## src/pdm_pkg.sv

```systemverilog
// Shared constants for the operating-mode controller
package pdm_pkg;

    // ------------------------------------------------------------
    // Register byte offsets
    // ------------------------------------------------------------
    localparam logic [7:0] OFS_CTRL    = 8'h00; // Mode selection bits
    localparam logic [7:0] OFS_MODSTBY = 8'h04; // Per-module standby
    localparam logic [7:0] OFS_STATUS  = 8'h08; // Current mode, read only
    localparam logic [7:0] OFS_PSCNT   = 8'h0c; // Wake and retention view

    // ------------------------------------------------------------
    // Control register field positions
    // ------------------------------------------------------------
    localparam int CTRL_SUBCORE = 0; // subclock_core_select
    localparam int CTRL_MEDSPD  = 1; // medium_speed_select
    localparam int CTRL_STBY    = 2; // deep_standby_select
    localparam int CTRL_WATCHTB = 3; // watch_timebase_select
    localparam int CTRL_DIRECT  = 4; // direct_transition_select
    localparam int CTRL_DIV_LO  = 5; // Medium divider select, 2 bits
    localparam int CTRL_W       = 7; // Width of the control field

    // ------------------------------------------------------------
    // Reset values
    // ------------------------------------------------------------
    localparam logic [6:0]  CTRL_RST    = 7'h00;
    localparam logic [10:0] MODSTBY_RST = 11'h000;

    // ------------------------------------------------------------
    // Peripheral index, one bit per gated module
    // ------------------------------------------------------------
    localparam int NPER = 11;
    // 0 time base, 1 timer c, 2 timer f, 3 timer g, 4 watchdog_timer,
    // 5 serial_interface_one, 6 serial_interface_two,
    // 7 async_event_counter, 8 display driver, 9 pwm, 10 adc
    localparam logic [10:0] PER_ALL      = 11'h7ff;
    localparam logic [10:0] PER_SUBCLK   = 11'h1ff; // Subactive and subsleep set
    localparam logic [10:0] PER_WATCH    = 11'h18d; // Time base, f, g, counter, display
    localparam int          PER_AEC      = 7;

    // ------------------------------------------------------------
    // Interrupt source index and wake groups
    // ------------------------------------------------------------
    localparam int NSRC = 24;
    // 0 time base, 1 timer c, 2 timer f, 3 timer g, 4 serial one,
    // 5 serial two, 6 async_event_counter, 7..11 ext lines 0..4,
    // 12..19 wakeup_pin_interrupt 0..7, 20..23 other sources
    localparam int          SRC_EXT0 = 7;
    localparam logic [23:0] WAKE_GRP1 = 24'h0ff08d;
    localparam logic [23:0] WAKE_GRP2 = 24'h0fffff;
    localparam logic [23:0] WAKE_GRP3 = 24'hffffff;
    localparam logic [23:0] WAKE_GRP4 = 24'h0ff180;

    // Ignored external lines per mode, bit n is line n
    localparam logic [4:0] EXT_IGN_WATCH = 5'h1e; // Lines 4..1
    localparam logic [4:0] EXT_IGN_STBY  = 5'h1c; // Lines 4..2

    // ------------------------------------------------------------
    // Prescaler
    // ------------------------------------------------------------
    localparam int          PSS_W   = 13;
    localparam logic [12:0] PSS_RST = 13'h0000;

    // Operating modes; module standby is orthogonal to these
    typedef enum logic [3:0] {
        M_ACT_HIGH,
        M_ACT_MED,
        M_SUBACT,
        M_SLP_HIGH,
        M_SLP_MED,
        M_SUBSLP,
        M_WATCH,
        M_STBY,
        M_WAKING
    } mode_e;

endpackage : pdm_pkg

```

## src/system_clock_prescaler.sv

```systemverilog
// Free-running system clock prescaler with divided tick output
`timescale 1ns/10ps
module system_clock_prescaler #(
    parameter int W = 13
) (
    input  wire logic         clk_sys,
    input  wire logic         rst,
    input  wire logic         run,
    input  wire logic [1:0]   div_sel,
    output logic      [W-1:0] count,
    output logic              tick
);

    // ------------------------------------------------------------
    // Divider mask, selects one of 1/8, 1/16, 1/32, 1/64
    // ------------------------------------------------------------
    function automatic logic [W-1:0] div_mask(input logic [1:0] sel);
        logic [W-1:0] m;
        m = {W{1'b0}};
        case (sel)
            2'h0:    m = W'(13'h0007);
            2'h1:    m = W'(13'h000f);
            2'h2:    m = W'(13'h001f);
            default: m = W'(13'h003f);
        endcase
        return m;
    endfunction : div_mask

    // Counter stops and clears whenever the oscillator is off
    always_ff @(posedge clk_sys)
    begin
        if (rst || !run)
            count <= pdm_pkg::PSS_RST[W-1:0];
        else
            count <= count + W'(1);
    end

    // One-cycle tick at the selected fraction
    always_comb
    begin
        tick = run && ((count & div_mask(div_sel)) == div_mask(div_sel));
    end

endmodule : system_clock_prescaler

```

## src/power_down_mode_controller.sv

```systemverilog
// Operating-mode controller with AHB-Lite register slave
`timescale 1ns/10ps
module power_down_mode_controller (
    input  wire logic        clk_sys,
    input  wire logic        rst,
    // AHB-Lite slave
    input  wire logic        hsel,
    input  wire logic [31:0] haddr,
    input  wire logic [1:0]  htrans,
    input  wire logic        hwrite,
    input  wire logic [2:0]  hsize,
    input  wire logic [31:0] hwdata,
    input  wire logic        hready,
    output logic             hreadyout,
    output logic             hresp,
    output logic      [31:0] hrdata,
    // Processor core side
    input  wire logic        sleep_req,
    input  wire logic        irq_accepted,
    input  wire logic [23:0] irq_src,
    output logic             core_run,
    output logic             core_on_subclock,
    output logic             core_tick,
    output logic             wake_req,
    // Peripheral side
    output logic      [10:0] per_run,
    output logic             per_on_subclock,
    output logic             per_tick,
    output logic      [12:0] prescaler_count,
    output logic             sysclk_osc_run,
    output logic             port_hiz,
    output logic      [4:0]  ext_irq_ignore,
    output logic             aec_irq_block
);

    // ------------------------------------------------------------
    // Declarations
    // ------------------------------------------------------------
    pdm_pkg::mode_e mode_q;        // Current operating mode
    pdm_pkg::mode_e ret_q;         // Mode to resume after a wake
    pdm_pkg::mode_e target;        // Decoded target of a sleep request
    pdm_pkg::mode_e resume;        // Active mode after wake from mode_q
    logic [6:0]     ctrl_q;        // Control bits
    logic [10:0]    modstby_q;     // Per-module standby bits
    logic [7:0]     addr_q;        // Latched address of data phase
    logic           wr_q;          // Write pending in data phase
    logic           ph_valid;      // Address phase being accepted
    logic [23:0]    wake_mask;     // Sources allowed to wake now
    logic [23:0]    wake_hit_q;    // Captured wake sources, for status
    logic           osc_run;       // System oscillator enable
    logic           ps_tick;       // Divided tick from the prescaler
    logic [10:0]    mode_per;      // Peripherals running by mode

    // ------------------------------------------------------------
    // Bus slave always ready, always OKAY
    // ------------------------------------------------------------
    assign hreadyout = 1'b1;
    assign hresp     = 1'b0;

    // Accept only active transfers while the bus is ready
    assign ph_valid = hsel && hready && htrans[1];

    // ------------------------------------------------------------
    // Address phase capture
    // ------------------------------------------------------------
    // Writes land one cycle later, in the data phase
    always_ff @(posedge clk_sys)
    begin
        if (rst)
        begin
            addr_q <= 8'h00;
            wr_q   <= 1'b0;
        end
        else if (hready)
        begin
            addr_q <= haddr[7:0];
            wr_q   <= ph_valid && hwrite;
        end
    end

    // ------------------------------------------------------------
    // Control register
    // ------------------------------------------------------------
    // Mode bits are sampled at a sleep request and again at a wake
    // from watch or standby; the divider bits act at once
    always_ff @(posedge clk_sys)
    begin
        if (rst)
            ctrl_q <= pdm_pkg::CTRL_RST;
        else if (wr_q && addr_q == pdm_pkg::OFS_CTRL)
            ctrl_q <= hwdata[6:0];
    end

    // ------------------------------------------------------------
    // Module standby register
    // ------------------------------------------------------------
    always_ff @(posedge clk_sys)
    begin
        if (rst)
            modstby_q <= pdm_pkg::MODSTBY_RST;
        else if (wr_q && addr_q == pdm_pkg::OFS_MODSTBY)
            modstby_q <= hwdata[10:0];
    end

    // ------------------------------------------------------------
    // Read data, registered at the address phase
    // ------------------------------------------------------------
    // Unmapped offsets read as zero
    always_ff @(posedge clk_sys)
    begin
        if (rst)
            hrdata <= 32'h0000_0000;
        else if (ph_valid && !hwrite)
        begin
            case (haddr[7:0])
                pdm_pkg::OFS_CTRL:    hrdata <= {25'h0, ctrl_q};
                pdm_pkg::OFS_MODSTBY: hrdata <= {21'h0, modstby_q};
                pdm_pkg::OFS_STATUS:  hrdata <= {28'h0, mode_q};
                pdm_pkg::OFS_PSCNT:   hrdata <= {8'h00, wake_hit_q};
                default:              hrdata <= 32'h0000_0000;
            endcase
        end
    end

    // ------------------------------------------------------------
    // Target decode at the sleep instruction
    // ------------------------------------------------------------
    // Subclock and timebase bits pick subclock modes, standby bit
    // picks the stopped modes, direct bit skips the sleep stage
    always_comb
    begin
        target = mode_q;
        if (!ctrl_q[pdm_pkg::CTRL_DIRECT])
        begin
            // Sleep-type destinations
            if (!ctrl_q[pdm_pkg::CTRL_STBY])
            begin
                if (ctrl_q[pdm_pkg::CTRL_SUBCORE] && ctrl_q[pdm_pkg::CTRL_WATCHTB])
                    target = pdm_pkg::M_SUBSLP;
                else if (!ctrl_q[pdm_pkg::CTRL_SUBCORE] && ctrl_q[pdm_pkg::CTRL_MEDSPD])
                    target = pdm_pkg::M_SLP_MED;
                else if (!ctrl_q[pdm_pkg::CTRL_SUBCORE])
                    target = pdm_pkg::M_SLP_HIGH;
            end
            else if (ctrl_q[pdm_pkg::CTRL_WATCHTB])
                target = pdm_pkg::M_WATCH;
            else if (!ctrl_q[pdm_pkg::CTRL_SUBCORE])
                target = pdm_pkg::M_STBY;
        end
        else
        begin
            // Direct transitions between running modes
            if (ctrl_q[pdm_pkg::CTRL_SUBCORE] && ctrl_q[pdm_pkg::CTRL_STBY]
                && ctrl_q[pdm_pkg::CTRL_WATCHTB])
                target = pdm_pkg::M_SUBACT;
            else if (!ctrl_q[pdm_pkg::CTRL_SUBCORE]
                     && (!ctrl_q[pdm_pkg::CTRL_STBY] || ctrl_q[pdm_pkg::CTRL_WATCHTB]))
                target = ctrl_q[pdm_pkg::CTRL_MEDSPD] ? pdm_pkg::M_ACT_MED
                                                      : pdm_pkg::M_ACT_HIGH;
        end
    end

    // ------------------------------------------------------------
    // Resume mode after a wake
    // ------------------------------------------------------------
    // Sleep returns to its own active speed; the stopped modes
    // follow the speed bits as they stand at wake
    always_comb
    begin
        case (mode_q)
            pdm_pkg::M_SLP_HIGH: resume = pdm_pkg::M_ACT_HIGH;
            pdm_pkg::M_SLP_MED:  resume = pdm_pkg::M_ACT_MED;
            pdm_pkg::M_SUBSLP:   resume = pdm_pkg::M_SUBACT;
            default:
            begin
                if (ctrl_q[pdm_pkg::CTRL_SUBCORE])
                    resume = pdm_pkg::M_SUBACT;
                else if (ctrl_q[pdm_pkg::CTRL_MEDSPD])
                    resume = pdm_pkg::M_ACT_MED;
                else
                    resume = pdm_pkg::M_ACT_HIGH;
            end
        endcase
    end

    // ------------------------------------------------------------
    // Wake source groups per halted mode
    // ------------------------------------------------------------
    always_comb
    begin
        case (mode_q)
            pdm_pkg::M_SLP_HIGH,
            pdm_pkg::M_SLP_MED: wake_mask = pdm_pkg::WAKE_GRP3;
            pdm_pkg::M_SUBSLP:  wake_mask = pdm_pkg::WAKE_GRP2;
            pdm_pkg::M_WATCH:   wake_mask = pdm_pkg::WAKE_GRP1;
            pdm_pkg::M_STBY:    wake_mask = pdm_pkg::WAKE_GRP4;
            default:            wake_mask = 24'h000000;
        endcase
    end

    // ------------------------------------------------------------
    // Mode state machine
    // ------------------------------------------------------------
    // A wake moves to the waking mode, which restarts the clocks;
    // the resume mode is entered only once the core reports it took
    // the interrupt, so a request that is withdrawn never resumes by itself
    always_ff @(posedge clk_sys)
    begin
        if (rst)
        begin
            mode_q <= pdm_pkg::M_ACT_HIGH;
            ret_q  <= pdm_pkg::M_ACT_HIGH;
        end
        else
        begin
            case (mode_q)
                pdm_pkg::M_ACT_HIGH,
                pdm_pkg::M_ACT_MED,
                pdm_pkg::M_SUBACT:
                begin
                    // Sleep instruction uses the bits of this cycle
                    if (sleep_req)
                        mode_q <= target;
                end
                pdm_pkg::M_SLP_HIGH,
                pdm_pkg::M_SLP_MED,
                pdm_pkg::M_SUBSLP,
                pdm_pkg::M_WATCH,
                pdm_pkg::M_STBY:
                begin
                    if ((irq_src & wake_mask) != 24'h000000)
                    begin
                        ret_q  <= resume;
                        mode_q <= pdm_pkg::M_WAKING;
                    end
                end
                pdm_pkg::M_WAKING:
                begin
                    // Handler accepted; transition completes
                    if (irq_accepted)
                        mode_q <= ret_q;
                end
                default: mode_q <= pdm_pkg::M_ACT_HIGH;
            endcase
        end
    end

    // ------------------------------------------------------------
    // Captured wake sources, kept until the next sleep request
    // ------------------------------------------------------------
    always_ff @(posedge clk_sys)
    begin
        if (rst)
            wake_hit_q <= 24'h000000;
        else if (sleep_req && mode_q != pdm_pkg::M_WAKING)
            wake_hit_q <= 24'h000000;
        else if (wake_mask != 24'h000000)
            wake_hit_q <= wake_hit_q | (irq_src & wake_mask);
    end

    // ------------------------------------------------------------
    // Core clocking
    // ------------------------------------------------------------
    // Core runs in active modes and while waking, never in sleep
    always_comb
    begin
        case (mode_q)
            pdm_pkg::M_ACT_HIGH,
            pdm_pkg::M_ACT_MED,
            pdm_pkg::M_SUBACT,
            pdm_pkg::M_WAKING:  core_run = 1'b1;
            default:            core_run = 1'b0;
        endcase
    end

    // Subclock drives the core in subclock-active mode
    assign core_on_subclock = (mode_q == pdm_pkg::M_SUBACT);

    // Full rate in high speed, divided tick in medium speed
    assign core_tick = core_run && !core_on_subclock
                       && ((mode_q == pdm_pkg::M_ACT_MED) ? ps_tick : 1'b1);

    // Wake indication to the core, held until it takes the interrupt
    assign wake_req = (mode_q == pdm_pkg::M_WAKING);

    // ------------------------------------------------------------
    // Peripheral clocking by mode
    // ------------------------------------------------------------
    always_comb
    begin
        case (mode_q)
            pdm_pkg::M_SUBACT,
            pdm_pkg::M_SUBSLP: mode_per = pdm_pkg::PER_SUBCLK;
            pdm_pkg::M_WATCH:  mode_per = pdm_pkg::PER_WATCH;
            pdm_pkg::M_STBY:   mode_per = 11'h000;
            default:           mode_per = pdm_pkg::PER_ALL;
        endcase
    end

    // Software standby masks on top of the mode set
    assign per_run = mode_per & ~modstby_q;

    // Subclock modes put the running peripherals on the subclock
    assign per_on_subclock = (mode_q == pdm_pkg::M_SUBACT) || (mode_q == pdm_pkg::M_SUBSLP)
                             || (mode_q == pdm_pkg::M_WATCH) || (mode_q == pdm_pkg::M_STBY);

    // Divided tick in both medium modes, none while the oscillator is stopped, else every cycle
    assign per_tick = osc_run && (((mode_q == pdm_pkg::M_ACT_MED)
                                   || (mode_q == pdm_pkg::M_SLP_MED)) ? ps_tick : 1'b1);

    // ------------------------------------------------------------
    // System oscillator and prescaler
    // ------------------------------------------------------------
    // Waking from a stopped mode restarts the oscillator at once,
    // so the handler runs on the system clock
    assign osc_run = !per_on_subclock && !core_on_subclock;
    assign sysclk_osc_run = osc_run;

    // Prescaler clears itself while the oscillator is stopped
    system_clock_prescaler #(
        .W (pdm_pkg::PSS_W)
    ) u_prescaler (
        .clk_sys (clk_sys),
        .rst     (rst),
        .run     (osc_run),
        .div_sel (ctrl_q[pdm_pkg::CTRL_DIV_LO +: 2]),
        .count   (prescaler_count),
        .tick    (ps_tick)
    );

    // ------------------------------------------------------------
    // Port and interrupt retention
    // ------------------------------------------------------------
    // Port registers stay untouched; only the drivers are released
    assign port_hiz = (mode_q == pdm_pkg::M_STBY);

    // Ignored lines must not set their request flags
    always_comb
    begin
        case (mode_q)
            pdm_pkg::M_WATCH: ext_irq_ignore = pdm_pkg::EXT_IGN_WATCH;
            pdm_pkg::M_STBY:  ext_irq_ignore = pdm_pkg::EXT_IGN_STBY;
            default:          ext_irq_ignore = 5'h00;
        endcase
    end

    // Event counter keeps counting in watch mode, stops in standby, and may not interrupt in either
    assign aec_irq_block = (mode_q == pdm_pkg::M_WATCH)
                           || (mode_q == pdm_pkg::M_STBY);

endmodule : power_down_mode_controller

```

## config.mk

```make
export PLATFORM = sky130hd
export DESIGN_NAME = power_down_mode_controller
export DESIGN_NICKNAME = d
export VERILOG_FILES = /design/src/pdm_pkg.sv /design/src/system_clock_prescaler.sv /design/src/power_down_mode_controller.sv
export SDC_FILE = /design/constraint.sdc
export NUM_CORES = 1
export LEC_CHECK = 0
export ABC_AREA = 1
export BUFFER_PORTS_ARGS = -buffer_cell sky130_fd_sc_hd__buf_2
export CAP_MARGIN = 10
export CORE_ASPECT_RATIO = 1.1
export CORE_MARGIN = 4
export CORE_UTILIZATION = 26
export DETAILED_ROUTE_END_ITERATION = 8
export PLACE_DENSITY = 0.48
export SETUP_SLACK_MARGIN = 0.3
export SYNTH_ARGS = -nofsm -noshare
export SYNTH_HDL_FRONTEND = slang
export SYNTH_SLANG_ARGS = --single-unit
export TNS_END_PERCENT = 5
```

## constraint.sdc

```tcl
create_clock -name clk_sys -period 1.6 [get_ports clk_sys]
set_input_delay 0.32 -clock clk_sys [delete_from_list [all_inputs] [get_ports clk_sys]]
set_output_delay 0.32 -clock clk_sys [all_outputs]
set_load 0.01 [all_outputs]
```

Word-level counts from Yosys, hierarchy flattened:

Cells that the tools add are included.

* register bits: 104

* $add $sub $neg: 1
* eq/ne operators: 22
* mux-type cells: 24
* bitwise operators: 5
* reduce and logical (&&, ||, !) cells: 44

Operators by type and width (number)
* case mux 24 bit (4 select lines): 2
* two-way mux 4 bit: 12
* nonzero test 24 bit: 2
* case mux 11 bit (3 select lines): 1
* AND 24 bit: 1
* bitwise OR 24 bit: 1
* case mux 6 bit (3 select lines): 1
* logical AND 1 bit: 17
* equality test 4 x 3 -> 1 bit (second input constant): 4
* equality test 8 x 3 -> 1 bit (second input constant): 2
* equality test 8 x 4 -> 1 bit (second input constant): 2
* zero test 8 bit: 2
* adder 13 x 1 -> 13 bit (second input constant): 1
* AND 13 x 6 -> 13 bit: 1
* equality test 13 x 6 -> 1 bit: 1
* case mux 4 bit (3 select lines): 1
* AND 11 bit: 1
* inverter 11 bit: 1
* case mux 5 bit (2 select lines): 1
* equality test 4 x 2 -> 1 bit (second input constant): 2
* != test 4 bit (second input constant): 2
* logical OR 1 bit: 7
* zero test 1 bit: 6
* != test 2 bit (second input constant): 3
* other kinds (17): 22

Depth between registers and ports, before layout:

* depth in word-level cells: 9
* depth in mapped cells: 15
* gate-level depth less buffers: 14

By module:

A second synthesis with hierarchy kept.

* cells, all modules: 610
* area total of the unflattened synthesis: 4335.4 um2

Modules (own cells, without submodules)
* power_down_mode_controller: times used 1, cells each 519, area an instance 3689.8 um2, sequential area each 1621.6 um2
* system_clock_prescaler: times used 1, cells each 91, area an instance 645.6 um2, sequential area each 260.2 um2

Least setup slack after synthesis:

No wires, ideal clock.

* path kind: reg-to-output
* start point: register mode_q[2]
* end point: output core_tick
* arrival time: 1.373 ns
* data required time: 1.280 ns
* path slack: -0.093 ns
* cell stages (with the launch flop): 8
* buffers on the path: 1
* path through: dfxtp_1 -> buf_4 -> nor2_4 -> nand3_1 -> o21ai_1 -> inv_1 -> nand3_1 -> a41oi_1

* word-level cells in the longest chain between the ends: 9
* elaborated cells on any way between the ends: 19
* those cells by class: eq/ne: 6; mux: 2; reduce/logical: 11

Ends and longest elaborated chain
* start, declared: line power_down_mode_controller.sv:39 `pdm_pkg::mode_e mode_q;`
* start signal, assigned: line power_down_mode_controller.sv:211 `mode_q <= pdm_pkg::M_ACT_HIGH;`
* start signal, assigned: line power_down_mode_controller.sv:223 `mode_q <= target;`
* start signal, assigned: line power_down_mode_controller.sv:234 `mode_q <= pdm_pkg::M_WAKING;`
* equality test 4 x 2 -> 1 bit / equality test 4 x 3 -> 1 bit (equally long branches): line power_down_mode_controller.sv:304 `assign per_on_subclock = (mode_q == pdm_pkg::M_SUBACT) || (mode_q == pdm_pkg::M_SUBSLP)`
* logical OR 1 bit: line power_down_mode_controller.sv:304
* logical OR 1 bit: line power_down_mode_controller.sv:305 `|| (mode_q == pdm_pkg::M_WATCH) || (mode_q == pdm_pkg::M_STBY);`
* logical OR 1 bit *: line power_down_mode_controller.sv:305
* via per_on_subclock: line power_down_mode_controller.sv:27 `output logic per_on_subclock,`
* zero test 1 bit *: line power_down_mode_controller.sv:316 `assign osc_run = !per_on_subclock && !core_on_subclock;`
* logical AND 1 bit *: line power_down_mode_controller.sv:316
* via sysclk_osc_run: line power_down_mode_controller.sv:30 `output logic sysclk_osc_run,`
* logical AND 1 bit *: line system_clock_prescaler.sv:41 `tick = run && ((count & div_mask(div_sel)) == div_mask(div_sel));`
* two-way mux 1 bit *: line power_down_mode_controller.sv:281 `&& ((mode_q == pdm_pkg::M_ACT_MED) ? ps_tick : 1'b1);`
* logical AND 1 bit *: line power_down_mode_controller.sv:281
* end, declared: line power_down_mode_controller.sv:23 `output logic core_tick,`

Mark *: on every way through the listed nets, which the timed path passes. The rest lies on a longest branch.

Worst setup path in the final report:

* start point: register mode_q[3]
* end point: output core_tick

* word-level cells in the longest chain between the ends: 9
* elaborated cells on any way between the ends: 19
* those cells by class: eq/ne: 6; mux: 2; reduce/logical: 11

Ends and longest elaborated chain (line)
* equality test 4 x 2 -> 1 bit / equality test 4 x 3 -> 1 bit (equally long branches): power_down_mode_controller.sv:267, power_down_mode_controller.sv:277, power_down_mode_controller.sv:304
* logical OR 1 bit: power_down_mode_controller.sv:304
* logical OR 1 bit (2 in series): power_down_mode_controller.sv:305
* zero test 1 bit: power_down_mode_controller.sv:316
* logical AND 1 bit: power_down_mode_controller.sv:316
* logical AND 1 bit: system_clock_prescaler.sv:41
* two-way mux 1 bit: power_down_mode_controller.sv:281
* logical AND 1 bit *: power_down_mode_controller.sv:281

Every way passes the cells marked *; elsewhere a longest branch is shown, timed or not.

==> flow_summary_export.csv <==
group,metric,value,unit
outcome,status,"finished, violations left",
outcome,violations,"setup timing",
detailed_routing,first_iter_violations,165,
synth,synth_fa_ha_area_frac,0.00290,
timing,hold_violations,0,
detailed_routing,dr.pass1.iters,4,
pwr,switching_share,0.333,
pwr,p_leak,2.79,nW
synth,synth-async-reset-ratio,0,
floorplan,die_y,143,um
pwr,comb_power_share,0.372,
floorplan,start_util,0.265,
placed_design,dp_slack,-0.139,ns
detailed_routing,wl,13.9,mm
clocking,htree_levels,3,
clocking,cts_buffer_depth,2,
detailed_routing,vias_per_cell,4.52,
timing,layout_setup_ws,-0.344,ns
clocking,clkTransAtPathRegs,0.07,ns
synth,ys_warn_count,0,
synth,seq_area_frac_synth,0.436,
floorplan,core,16300,um^2
worst_setup_path,path_class,"reg2out",
timing,slew_viol_final,0,
layout,area_growth,47.4,%
synth,synthXorXnorAreaFrac,0.00608,
global_route,grt_pass1_wl,22.0,mm
pwr,p_int,5.32,mW
hold_path,hold_class,"in2reg",
worst_setup_path,arrival,1.62,ns
pwr,finalPower,7.98,mW
synth,synth.avg_cell_area,7.27,um^2
flow_run,cap_violations,0,
placed_design,dp_cells,947,
pwr,power_density,1250,nW/um^2
global_route,grt_max_degree,25,
synth,synth_cells,594,
global_route,grt_pass1_vias,4347,
synth,synth_compound_gate_area_share,0.162,
floorplan,die-width,131,um
synth,ys_types,37,
floorplan,num_rows,49,
pwr,p_clk_frac,0.294,
synth,synth_simple_gate_area_frac,0.281,
detailed_routing,drc,0,
layout,drive_above_1_share,0.425,
timing,grt_setup_unrepaired,"true",
pwr,switchingPower,2.66,mW
global_route,grt_antenna_before_repair,0,
timing,period_needed,1.94,ns
synth,synth_area,4320,um^2
placed_design,portBuffers,111,
placed_design,gp_congestion,0.866,
layout,final_common_cell,"buf_2",
floorplan,pin_count,172,
worst_setup_path,critPathLaunchType,"flip-flop",
global_route,grt_use_total,0.149,
worst_setup_path,required,1.28,ns
timing,fmax,514,MHz
detailed_routing,wl_per_cell,14.2,um
timing,clock-skew-final,0.00583,ns
timing,period_share,1.22,
worst_setup_path,end_kind,"output pin",
layout,finalNonFillerCells,976,
layout,final_cell_mix,"buf_2, nand2_1, dfxtp_1",
clocking,numCtsBuffers,9,
synth,synthMuxAreaShare,0,
global_route,grt_overflow,0,
synth,synth_top_family_by_area,"simple AND/OR/NAND/NOR gates",
layout,antennaDiodeCount,0,
floorplan,dieArea,18700,um^2
layout,nNetsFinal,868,
detailed_routing,drtAntennaViolNets,0,
clocking,cts_sinks,94,
timing,finalSetupViolations,50,
synth,synth-seq-cells,94,
clocking,cts_tree,"built",
clocking,root_buffer,"clkbuf_16",
detailed_routing,num_vias,4416,
worst_setup_path,crit_path_max_fanout,3,
pwr,pwr-share-seq,0.334,
clocking,clk_latency,0.34,ns
synth,synth-main-ff-cell,"dfxtp_1",
pwr,ir_drop,467,uV
synth,synth-edff-count,0,
placed_design,dp_hpwl,10.7,mm
==> cell families after synthesis <==
| kind of cell | Yosys count |
|---|---|
| buf+inv | 107 |
| other cells | 2 |
| compound gates | 125 |
| fa+ha+maj | 1 |
| simple gates | 262 |
| xor+xnor | 3 |
| flops | 94 |
==> cells in the mapped netlist (all sizes together), types with 2 or more instances <==
master  number  area, um^2
clkbuf      17        63.8
inv         67         251
a211oi      18         135
nor2        80         323
nand4        5        31.3
nand2      113         462
dfxtp       94        1880
a21oi       64         320
o21ai       36         184
nor3         8        51.3
nor4         2        25.0
or2          6        40.0
nand3       46         253
buf         23         165
conb         2        7.51
o211ai       2        15.0
xor2         3        26.3
==> layer usage <==
| metal | global-route usage | wire length, um |
|---|---|---|
| met2 | 0.258 | 6910 |
| met1 | 0.185 | 6010 |
| met4 | 0.0444 | 209 |
| met3 | 0.0311 | 744 |
| met5 | 0 | 0 |
==> power groups by stage <==
stage	clock [mW]	combinational [mW]	sequential, mW
6_report	2.34	2.97	2.67
5_1_grt	2.49	3.27	2.68
4_1_cts	2.41	2.81	2.65
3_5_place_dp	0	2.50	2.67
3_3_place_gp	0	2.47	2.67
2_1_floorplan	0	1.51	2.64
==> final cells by class <==
class / instances / area (um^2)
clock buffers: 10 / 239
clock inverters: 6 / 83.8
fillers: 1710 / 9940
inverters: 67 / 267
multi-input cells: 402 / 2320
flip-flops and latches: 94 / 1910
well taps: 204 / 255
repair buffers: 193 / 1300
==> stage by stage <==
stage / cell area (um^2) / hold slack [ns] / utilization / setup TNS, ns
final: 6370 / 0.213 / 0.390 / -7.13
after global routing: 6370 / 0.221 / 0.390 / -11.30
after CTS: 6090 / 0.211 / 0.373 / -7.44
after detailed placement: 5540 / 0.447 / 0.340 / -2.08
after global placement: 5540 / 0.440 / 0.340 / -1.91
after floorplan: 4390 / 0.431 / - / 0
==> worst paths after layout <==
path                 start            end  slack, ns  depth (start not counted)
max reg2reg      mode_q[3]      mode_q[2]      -0.29                         13
min               haddr[5]      addr_q[5]       0.21                          3
min reg2reg  wake_hit_q[1]  wake_hit_q[1]       0.45                          2
max              mode_q[3]      core_tick      -0.34                          8
==> sequential cells by signal, summed over array words and instances (netlist names) <==
register	cells
modstby_q	11
hrdata	24
ret_q	2
addr_q	8
wr_q	1
wake_hit_q	24
mode_q	4
ctrl_q	7
u_prescaler.count	13
==> worst max-delay path, cell delays in order, from the launching register on <==
cell and delay, ns:
dfxtp_4 0.39, inv_4 0.05, buf_6 0.11, nor3_4 0.18, inv_2 0.06, nand2_2 0.07
nand2_2 0.06, a41oi_2 0.19, buf_2 0.17
==> repair_timing <==
item,in CTS,in global routing
pin swaps,27,49
endpoints found under the setup margin,89,110
hold buffers,0,0
gates resized for setup,43,88
setup buffers,11,2
No activity file was read; power rests on OpenSTA's default activity.
